`config.mk`:
```
export PLATFORM = sky130hd
export DESIGN_NAME = eic_top
export DESIGN_NICKNAME = d
export VERILOG_FILES = /design/src/eic_pkg.sv /design/src/eic_top.sv
export SDC_FILE = /design/constraint.sdc
export NUM_CORES = 1
export LEC_CHECK = 0
export BUFFER_PORTS_ARGS = -buffer_cell sky130_fd_sc_hd__buf_2
export CORE_MARGIN = 2
export CORE_UTILIZATION = 57
export DETAILED_ROUTE_END_ITERATION = 12
export HOLD_SLACK_MARGIN = 0.02
export PLACE_DENSITY = 0.78
export SLEW_MARGIN = 20
export SYNTH_ARGS = -nofsm -noshare
export SYNTH_HDL_FRONTEND = slang
export SYNTH_SLANG_ARGS = --single-unit
```
`constraint.sdc`:
```
create_clock -name clk -period 2.3 [get_ports clk]
set_input_delay 0.46 -clock clk [delete_from_list [all_inputs] [get_ports clk]]
set_output_delay 0.46 -clock clk [all_outputs]
set_load 0.03 [all_outputs]
```
`src/eic_pkg.sv`:
```
// Package for the external interrupt input control block.
// Assumes an 8-bit special function space access port on the CPU side.
package eic_pkg;

   // ----------------------------------------
   // Address map
   // ----------------------------------------
   localparam logic [11:0] SFS_FIRST    = 12'h000;
   localparam logic [11:0] SFS_LAST     = 12'h03F;
   localparam logic [11:0] DBS_FIRST    = 12'hF80;
   localparam logic [11:0] DBS_LAST     = 12'hFFF;
   localparam logic [11:0] CONTROL_ADDR = 12'h037;
   localparam logic [7:0]  CONTROL_RST  = 8'h00;

   // ----------------------------------------
   // Control register fields
   // ----------------------------------------
   localparam int NOISE_SEL_BIT  = 7;
   localparam int FIRST_SEL_BIT  = 6;
   localparam int FIFTH_ES_HI    = 5;
   localparam int FIFTH_ES_LO    = 4;
   localparam int FOURTH_ES_BIT  = 3;
   localparam int THIRD_ES_BIT   = 2;
   localparam int SECOND_ES_BIT  = 1;

   localparam logic [1:0] FIFTH_RISE  = 2'h0;
   localparam logic [1:0] FIFTH_FALL  = 2'h1;
   localparam logic [1:0] FIFTH_BOTH  = 2'h2;
   localparam logic [1:0] FIFTH_LEVEL = 2'h3;

   // ----------------------------------------
   // Noise reject timing, in high-frequency clock periods
   // ----------------------------------------
   localparam int NOISE_SHORT_FC   = 15;
   localparam int NOISE_LONG_FC    = 63;
   localparam int NOISE_FIRST_FC   = 2;
   localparam int NOISE_OTHER_FC   = 7;
   localparam int NOISE_CHANGE_MAX = 26;
   localparam logic [6:0] CNT_SHORT = 7'(NOISE_SHORT_FC);
   localparam logic [6:0] CNT_LONG  = 7'(NOISE_LONG_FC);
   localparam logic [6:0] CNT_FIRST = 7'(NOISE_FIRST_FC);
   localparam logic [6:0] CNT_OTHER = 7'(NOISE_OTHER_FC);

   typedef struct packed {
      logic       noise_long;
      logic       first_pin_irq_select;
      logic [1:0] fifth_input_edge_sel;
      logic       fourth_input_edge_sel;
      logic       third_input_edge_sel;
      logic       second_input_edge_sel;
      logic       spare;
   } eic_control_type;

   typedef enum logic [1:0] {
      FIFTH_ARMING = 2'b00,
      FIFTH_ARMED  = 2'b01
   } eic_fifth_state_type;

endpackage

```
`src/eic_top.sv`:
```
// External interrupt input control: filters, edge selection and request pulses.
// Assumes pins asynchronous to clk and a CPU access port with one-cycle strobes.
`timescale 1ns/1ps
module eic_top (
   input  wire logic        clk,
   input  wire logic        rst_n,
   input  wire logic [11:0] addr,
   input  wire logic        wr_en,
   input  wire logic        rd_en,
   input  wire logic [7:0]  wr_data,
   output logic [7:0]       rd_data,
   output logic             sfs_hit,
   output logic             dbs_hit,
   input  wire logic [5:0]  irq_pin,
   output logic [5:0]       irq_request,
   output logic             shared_port_bit_zero
);

   // ----------------------------------------
   // Register access
   // ----------------------------------------
   eic_pkg::eic_control_type external_irq_control;
   logic [7:0] ctl_bits;
   wire        ctl_sel  = (addr == eic_pkg::CONTROL_ADDR);
   wire        ctl_wr   = wr_en && ctl_sel;
   wire        in_sfs   = (addr <= eic_pkg::SFS_LAST);
   wire        in_dbs   = (addr >= eic_pkg::DBS_FIRST);
   wire [7:0]  next_rd  = (rd_en && ctl_sel) ? ctl_bits : 8'h00;

   assign ctl_bits = external_irq_control;

   // ----------------------------------------
   // Control register and read port
   // ----------------------------------------

   always_ff @(posedge clk or negedge rst_n) begin
      if (!rst_n) begin
         external_irq_control <= eic_pkg::CONTROL_RST;
      end else if (ctl_wr) begin
         external_irq_control <= wr_data;
      end
   end

   always_ff @(posedge clk or negedge rst_n) begin
      if (!rst_n) begin
         rd_data <= 8'h00;
         sfs_hit <= 1'b0;
         dbs_hit <= 1'b0;
      end else begin
         rd_data <= next_rd;
         sfs_hit <= (rd_en || wr_en) && in_sfs;
         dbs_hit <= (rd_en || wr_en) && in_dbs;
      end
   end

   // ----------------------------------------
   // Pin synchronisers
   // ----------------------------------------
   logic [5:0] sync_a;
   logic [5:0] sync_b;

   always_ff @(posedge clk or negedge rst_n) begin
      if (!rst_n) begin
         sync_a <= 6'h00;
         sync_b <= 6'h00;
      end else begin
         sync_a <= irq_pin;
         sync_b <= sync_a;
      end
   end

   // ----------------------------------------
   // Start-up settling
   // ----------------------------------------
   // Filters take the pin level untimed until the chain is full, so a pin
   // already high at reset release shows no edge
   logic [1:0] warm;
   wire        ready = &warm;

   always_ff @(posedge clk or negedge rst_n) begin
      if (!rst_n) begin
         warm <= 2'h0;
      end else if (!ready) begin
         warm <= warm + 2'h1;
      end
   end

   // ----------------------------------------
   // Noise filters: level must hold for the reject count
   // ----------------------------------------
   logic [5:0] filt;
   logic [5:0] filt_d;
   logic       fifth_seen;

   // Slow-clock windows are not modelled; filters always count clk periods
   // Select bit read live, so a new window applies well inside 26 periods
   function automatic logic [6:0] noise_limit(input int idx, input logic long_sel);
      logic [6:0] lim;
      lim = eic_pkg::CNT_OTHER;
      if (idx == 0 || idx == 1) begin
         lim = eic_pkg::CNT_FIRST;
      end else if (idx == 2) begin
         lim = long_sel ? eic_pkg::CNT_LONG : eic_pkg::CNT_SHORT;
      end
      noise_limit = lim;
   endfunction

   genvar g;
   generate
      for (g = 0; g < 6; g++) begin : gen_filter
         logic [6:0] cnt;
         wire  [6:0] limit  = noise_limit(g, external_irq_control.noise_long);
         wire        differ = (sync_b[g] != filt[g]);
         always_ff @(posedge clk or negedge rst_n) begin
            if (!rst_n) begin
               cnt     <= 7'h00;
               filt[g] <= 1'b0;
            end else if (!ready) begin
               cnt     <= 7'h00;
               filt[g] <= sync_b[g];
            end else if (!differ) begin
               cnt <= 7'h00;
            end else if (cnt + 7'h01 >= limit) begin
               cnt     <= 7'h00;
               filt[g] <= sync_b[g];
            end else begin
               cnt <= cnt + 7'h01;
            end
         end
      end
   endgenerate

   always_ff @(posedge clk or negedge rst_n) begin
      if (!rst_n) begin
         filt_d <= 6'h00;
      end else if (!ready) begin
         // Loaded with the synchroniser output, as the filter is, so no edge is seen while settling
         filt_d <= sync_b;
      end else begin
         filt_d <= filt;
      end
   end

   // ----------------------------------------
   // Edge selection
   // ----------------------------------------
   wire [5:0] rise = filt & ~filt_d;
   wire [5:0] fall = ~filt & filt_d;

   function automatic logic pick_edge(input logic sel, input logic r, input logic f);
      pick_edge = sel ? f : r;
   endfunction

   // ----------------------------------------
   // Fifth input modes
   // ----------------------------------------

   // Fifth input state: level mode only after a rising edge since reset
   eic_pkg::eic_fifth_state_type fifth_state;
   always_ff @(posedge clk or negedge rst_n) begin
      if (!rst_n) begin
         fifth_state <= eic_pkg::FIFTH_ARMING;
      end else begin
         case (fifth_state)
            eic_pkg::FIFTH_ARMING: begin
               if (rise[5]) fifth_state <= eic_pkg::FIFTH_ARMED;
            end
            eic_pkg::FIFTH_ARMED: fifth_state <= eic_pkg::FIFTH_ARMED;
            default: fifth_state <= eic_pkg::FIFTH_ARMING;
         endcase
      end
   end
   assign fifth_seen = (fifth_state == eic_pkg::FIFTH_ARMED);

   logic fifth_req;
   always_comb begin
      case (external_irq_control.fifth_input_edge_sel)
         eic_pkg::FIFTH_RISE:  fifth_req = rise[5];
         eic_pkg::FIFTH_FALL:  fifth_req = fall[5];
         eic_pkg::FIFTH_BOTH:  fifth_req = rise[5] | fall[5];
         eic_pkg::FIFTH_LEVEL: fifth_req = filt[5] & (fifth_seen | rise[5]);
         default:              fifth_req = 1'b0;
      endcase
   end

   // ----------------------------------------
   // Request pulses, bit index equals pin index
   // ----------------------------------------
   // Bit0 first (shared pin, falling), bit1 sixth (fixed falling),
   // bits 2-4 second to fourth (one select bit each), bit5 fifth (four modes)
   wire       first_req  = fall[0] & ctl_bits[eic_pkg::FIRST_SEL_BIT];
   wire       sixth_req  = fall[1];
   wire       second_req = pick_edge(ctl_bits[eic_pkg::SECOND_ES_BIT], rise[2], fall[2]);
   wire       third_req  = pick_edge(ctl_bits[eic_pkg::THIRD_ES_BIT], rise[3], fall[3]);
   wire       fourth_req = pick_edge(ctl_bits[eic_pkg::FOURTH_ES_BIT], rise[4], fall[4]);
   wire [5:0] next_req   = {fifth_req, fourth_req, third_req, second_req, sixth_req, first_req};

   // Registered so each request is a clean one-cycle latch-set pulse, except bit5 in level mode,
   // which after a rising edge since reset stays high while the filtered pin is high
   always_ff @(posedge clk or negedge rst_n) begin
      if (!rst_n) begin
         irq_request <= 6'h00;
      end else begin
         irq_request <= next_req;
      end
   end

   // Port view of the first pin; reads zero while the pin serves interrupts
   always_ff @(posedge clk or negedge rst_n) begin
      if (!rst_n) begin
         shared_port_bit_zero <= 1'b0;
      end else begin
         shared_port_bit_zero <= sync_b[0] & ~ctl_bits[eic_pkg::FIRST_SEL_BIT];
      end
   end

endmodule

```
==> results.py, run 1 <==
metrics = {
    "floorplanning": {
        "core_area_sq_um": 6390,
        "rows": 29,
        "io_pins": 47,
        "die_area_sq_um": 7280,
        "start_util": 0.590,
        "die_h_um": 85.3,
        "die_w_um": 85.3,
    },
    "critical_path": {
        "start_kind": "flip-flop",
        "crit_type": "reg2reg",
        "endpoint_kind": "flip-flop",
        "max_stage_delay_ns": 0.42,
        "worstRegToRegCells": 8,
        "cp_num_buf_inv": 0,
        "slowest_stage": "dfrtp_1",
        "r2r-end": "gen_filter[2].cnt[5]",
        "critical_path.startpoint": "gen_filter[2].cnt[2]",
        "crit_path_max_fanout": 6,
        "rrSetupSlack_ns": 0.22,
        "cp_cell_sequence": "nand3_1 -> nor2_1 -> xor2_1 -> ha_1 -> a211oi_1 -> o2111ai_1 -> nand2b_1 -> nor2b_1",
        "crit_required_ns": 2.57,
        "critical_path_depth": 8,
        "critPathTopFamily": "simple AND/OR/NAND/NOR gates",
        "r2r_start": "gen_filter[2].cnt[2]",
        "crit_path_end": "gen_filter[2].cnt[5]",
        "critPathArrivalTime_ns": 2.35,
    },
    "finish": {
        "n_fill_cell": 472,
        "drive_gt1_frac": 0.248,
        "final_common_cell": "dfrtp_1",
        "final_cell_mix": "94 x dfrtp_1, 45 x buf_2, 25 x conb_1",
        "layout.nets": 422,
        "diodes": 0,
        "syn_to_final_growth_pct": 16.9,
    },
    "clock_tree": {
        "cts_root_buffer": "clkbuf_8",
        "insertion_delay_ns": 0.34,
        "cts_tree": "built",
        "cts_max_level": 3,
        "cts_hold_buffers": 0,
        "cts_max_path_buffers": 2,
        "cts_resized": 0,
        "post_cts_buffers": 0,
        "path_clk_slew_ns": 0.08,
        "cts_made_buffers": 9,
        "cts.sinks": 94,
    },
    "synthesis": {
        "synth_seq_cells": 94,
        "synth_top_family_by_area": "simple AND/OR/NAND/NOR gates",
        "synthSimpleGateAreaFrac": 0.148,
        "synth_ff_type": "dfrtp_1",
        "synth_edf_count": 0,
        "yosysSeqAreaShare": 0.624,
        "synth_cell_types": 32,
        "synthMuxAreaShare": 0.0624,
        "async_reset_ff_frac": 1.00,
        "synthesis.area_sq_um": 3770,
        "yosysWarnings": 0,
        "synth-xor-area-share": 0.0651,
        "avgSynthCellArea_sq_um": 12.9,
        "synth-compound-area-share": 0.0312,
        "synthAdderAreaFrac": 0.0564,
        "synthCells": 292,
    },
    "routing": {
        "wl_per_cell_um": 12.5,
        "ant_nets": 0,
        "wirelength_mm": 5.68,
        "dr.pass1.iters": 4,
        "num_vias": 2328,
        "vias_per_cell": 5.11,
        "drc": 0,
        "initialDrtViolationCount": 121,
    },
    "sta": {
        "maxSlewHeadroom": 0.622,
        "timing_worst_slew_pin_value_ns": 0.567,
        "finalMaxSlewViolations": 0,
        "fin_crit_ns": 2.08,
        "fin_crit_sh": 0.906,
        "finClkSkew_ns": 0.00556,
        "setup_violations": 0,
        "rsz0062_at_grt": "false",
        "hold_viol": 0,
        "clock.fmax_mhz": 480,
        "fin_setup_tns_ns": 0,
    },
    "status": {
        "status": "finished clean",
    },
    "power_and_ir_drop": {
        "p_total_mw": 2.93,
        "power_density_nw_per_um2": 665,
        "cellLeakagePower_nw": 2.19,
        "irDropWorstVdd_mv": 0.422,
    },
    "grt": {
        "overflow": 0,
        "grt_use_total": 0.176,
        "grt_max_degree": 42,
        "grt_first_pass_wirelength_mm": 10.1,
        "grt_pass1_vias": 2402,
        "antenna_found_initial": 0,
    },
    "run": {
        "maxCapViolCount": 0,
    },
    "place": {
        "place.port_buffers": 46,
        "place_hpwl_mm": 4.20,
        "place_congestion": 0.879,
    },
    "min_path": {
        "hold_class": "in2async",
    },
}
-- worst min-delay path by stage --
stage / startpoint / end / slack (ns) / cells after the start
final: rst_n / gen_filter[2].cnt[4] / 0.08 / 1
after global routing: rst_n / gen_filter[2].cnt[4] / 0.10 / 1
after CTS: rst_n / gen_filter[2].cnt[4] / 0.08 / 1
after detailed placement: sync_a[3] / sync_b[3] / 0.34 / 0
after global placement: sync_a[2] / sync_b[2] / 0.33 / 0
after floorplan: rst_n / ctl_bits[0] / 0.16 / 0
-- cells in the mapped netlist, drive strengths merged (2+ instances only) --
cell / number / area, sq um
nand3: 19 / 95.1
xor2: 13 / 114
nand4: 3 / 18.8
nor2b: 10 / 62.6
dfrtp: 94 / 2350
xnor2: 15 / 131
o31a: 2 / 17.5
nand2b: 3 / 18.8
o2111ai: 4 / 35.0
or4: 3 / 26.3
and3: 14 / 97.6
mux2: 20 / 225
nand2: 13 / 56.3
inv: 11 / 41.3
o21ai: 10 / 50.1
ha: 17 / 213
and4: 2 / 17.5
nor2: 21 / 78.8
nor4: 3 / 18.8
nor3: 7 / 46.3
-- routing by layer --
metal	track usage	part of all wire
met1	0.208	0.44
met2	0.305	0.50
met3	0.0428	0.049
met4	0.0823	0.016
met5	0	0
-- registers in the layout, summed over array words and instances, names as in the netlist --
| name | flops |
|---|---|
| sync_a | 6 |
| gen_filter.cnt | 42 |
| dbs_hit | 1 |
| warm | 2 |
| rd_data | 8 |
| sync_b | 6 |
| filt_d | 6 |
| filt | 6 |
| ctl_bits | 8 |
| sfs_hit | 1 |
| irq_request | 6 |
| fifth_state | 1 |
| shared_port_bit_zero | 1 |
-- cell families after synthesis --
group / count (synthesis)
adder cells (fa/ha/maj): 17
multiplexers: 21
buffers and inverters: 12
other: 1
XOR/XNOR: 28
flip-flops: 94
AO/OA/AOI/OAI: 18
AND/OR/NAND/NOR: 101
-- report_power, final --
part	leakage, nW	internal [mW]	switching (mW)
combinational	0.922	0.0731	0.0989
sequential	1.17	1.71	0.0400
clock	0.0958	0.507	0.499
-- through the flow --
| step | setup slack [ns] | util | hold slack (ns) | area [sq um] | std cells |
|---|---|---|---|---|---|
| 5_1_grt | 0.0411 | 0.690 | 0.102 | 4410 | 456 |
| 3_5_place_dp | 0.256 | 0.661 | 0.336 | 4220 | 441 |
| 6_report | 0.216 | 0.690 | 0.0830 | 4410 | 456 |
| 3_3_place_gp | 0.374 | 0.661 | 0.335 | 4220 | 441 |
| 2_1_floorplan | 0.451 | - | 0.164 | 3860 | 316 |
| 4_1_cts | 0.230 | 0.690 | 0.0827 | 4410 | 456 |
-- layout make-up --
type / count / area [sq um] / share of cell area
repair buffers: 49 / 268 / 0.0608
well taps: 77 / 96.3 / 0.0219
flip-flops and latches: 94 / 2350 / 0.534
inverters: 11 / 41.3 / 0.00937
clock buffers: 15 / 186 / 0.0423
multi-input cells: 210 / 1460 / 0.332
No activity file was read; power rests on OpenSTA's default activity.
==> run 2, diff against run 1 <==
Settings changed: HOLD_SLACK_MARGIN 0.02 to 0.15, SKIP_CTS_REPAIR_TIMING set to 1, SLEW_MARGIN 20 to 10.
==> results.py, run 2 (same netlist as run 1, synthesis figures left out) <==
metrics = {
    "sta": {
        "timing_worst_slew_pin_value_ns": 0.572,
        "fin_setup_tns_ns": 0,
        "clock.fmax_mhz": 480,
        "rsz0062_at_grt": "false",
        "maxSlewHeadroom": 0.618,
        "finClkSkew_ns": 0.00548,
        "setup_violations": 0,
        "finalMaxSlewViolations": 0,
        "fin_crit_ns": 2.08,
        "fin_crit_sh": 0.906,
        "hold_viol": 0,
    },
    "power_and_ir_drop": {
        "p_total_mw": 2.93,
        "cellLeakagePower_nw": 2.20,
        "power.net_switching_uw": 639,
        "p_int_mw": 2.29,
        "power_density_nw_per_um2": 664,
        "clkPwrFrac": 0.344,
        "seqPwrFrac": 0.597,
        "p_sw_frac": 0.218,
        "p_comb_frac": 0.059,
        "irDropWorstVdd_mv": 0.422,
    },
    "routing": {
        "drc": 0,
        "wl_per_cell_um": 12.5,
        "num_vias": 2336,
        "initialDrtViolationCount": 116,
        "ant_nets": 0,
        "vias_per_cell": 5.11,
        "dr.pass1.iters": 5,
        "wirelength_mm": 5.69,
    },
    "critical_path": {
        "critical_path.startpoint": "gen_filter[2].cnt[2]",
        "endpoint_kind": "flip-flop",
        "r2r-end": "gen_filter[2].cnt[2]",
        "start_kind": "flip-flop",
        "crit_path_max_fanout": 6,
        "r2r_start": "gen_filter[2].cnt[2]",
        "crit_type": "reg2reg",
        "worstRegToRegCells": 8,
        "crit_required_ns": 2.57,
        "rrSetupSlack_ns": 0.22,
        "critPathArrivalTime_ns": 2.35,
    },
    "floorplanning": {
        "io_pins": 47,
        "die_w_um": 85.3,
        "die_h_um": 85.3,
        "rows": 29,
        "core_area_sq_um": 6390,
        "die_area_sq_um": 7280,
        "start_util": 0.590,
    },
    "run": {
        "maxCapViolCount": 0,
    },
    "finish": {
        "final_common_cell": "dfrtp_1",
        "drive_gt1_frac": 0.247,
        "largest-register": "gen_filter.cnt",
        "final_cell_mix": "94 x dfrtp_1, 45 x buf_2, 25 x conb_1",
        "diodes": 0,
        "largest_register_ffs": 42,
        "final_util": 0.692,
        "stdcell_area_sq_um": 4420,
        "syn_to_final_growth_pct": 17.2,
        "layout.nets": 423,
        "instances_no_fill": 457,
    },
    "clock_tree": {
        "cts_max_path_buffers": 2,
        "cts.sinks": 94,
        "cts_root_buffer": "clkbuf_8",
        "cts_max_level": 3,
        "cts_made_buffers": 9,
        "cts_tree": "built",
        "insertion_delay_ns": 0.34,
        "path_clk_slew_ns": 0.08,
    },
    "grt": {
        "grt_first_pass_wirelength_mm": 10.1,
        "overflow": 0,
        "grt_use_met1": 0.208,
        "grt_use_total": 0.176,
        "antenna_found_initial": 0,
        "grt_busiest_layer": "met2",
        "met3_usage": 0.0428,
        "grt_pass1_vias": 2402,
        "grt_max_degree": 42,
        "use_met2": 0.305,
    },
    "min_path": {
        "whs_endpoint": "sync_a[2]",
        "hold_class": "in2reg",
        "hp-start": "irq_pin[2]",
        "hold_depth": 1,
    },
    "place": {
        "place_hpwl_mm": 4.20,
        "place.port_buffers": 46,
        "dp_cells": 441,
        "place_congestion": 0.879,
        "place_area_sq_um": 4220,
    },
    "status": {
        "status": "finished clean",
    },
}
-- run 2: cell count changes in the layout (fill, tap and decap cells not counted) --
cell           before  now
dlygate4sd3_1       0    1
-- run 2: area by class of cell --
class / instances / area, sq um
Clock buffer: 15 / 186
Fill cell: 471 / 1970
Inverter: 11 / 41.3
Multi-Input combinational cell: 210 / 1460
Sequential cell: 94 / 2350
Tap cell: 77 / 96.3
Timing Repair Buffer: 50 / 278
-- run 2: through the flow --
stage | worst slack [ns] | hold slack (ns)
after floorplan | 0.451 | 0.164
after global placement | 0.374 | 0.335
after detailed placement | 0.256 | 0.336
after CTS | 0.230 | 0.0827
after global routing | 0.0411 | 0.189
final | 0.216 | 0.218
-- run 2: worst max path at each step --
stage	slack, ns	to	cells after the start
after floorplan	0.45	filt[2]	7
after global placement	0.37	gen_filter[2].cnt[4]	8
after detailed placement	0.26	gen_filter[2].cnt[5]	8
after CTS	0.23	gen_filter[2].cnt[2]	8
after global routing	0.04	gen_filter[2].cnt[2]	8
final	0.22	gen_filter[2].cnt[2]	8
-- run 2: power groups by stage --
stage / Combinational (mW) / Sequential [mW] / Clock, mW
4_1_cts: 0.176 / 1.75 / 1.04
2_1_floorplan: 0.0751 / 1.79 / 0
6_report: 0.173 / 1.75 / 1.01
3_5_place_dp: 0.176 / 1.78 / 0
3_3_place_gp: 0.171 / 1.78 / 0
5_1_grt: 0.199 / 1.76 / 1.11
-- run 2: worst max-delay path, cell delays in order (launching register included) --
cell and delay, ns:
dfrtp_1 0.42, nand3_1 0.14, nor2_1 0.16, xor2_1 0.20, ha_1 0.27, a211oi_1 0.22, o2111ai_1 0.17, nand2b_1 0.27
nor2b_1 0.16
-- run 2: per-layer routing --
metal  vias up  share of wire
met5         -              0
met3         7          0.049
met4         0          0.016
met2        53           0.50
li1       1146              -
met1      1130           0.44
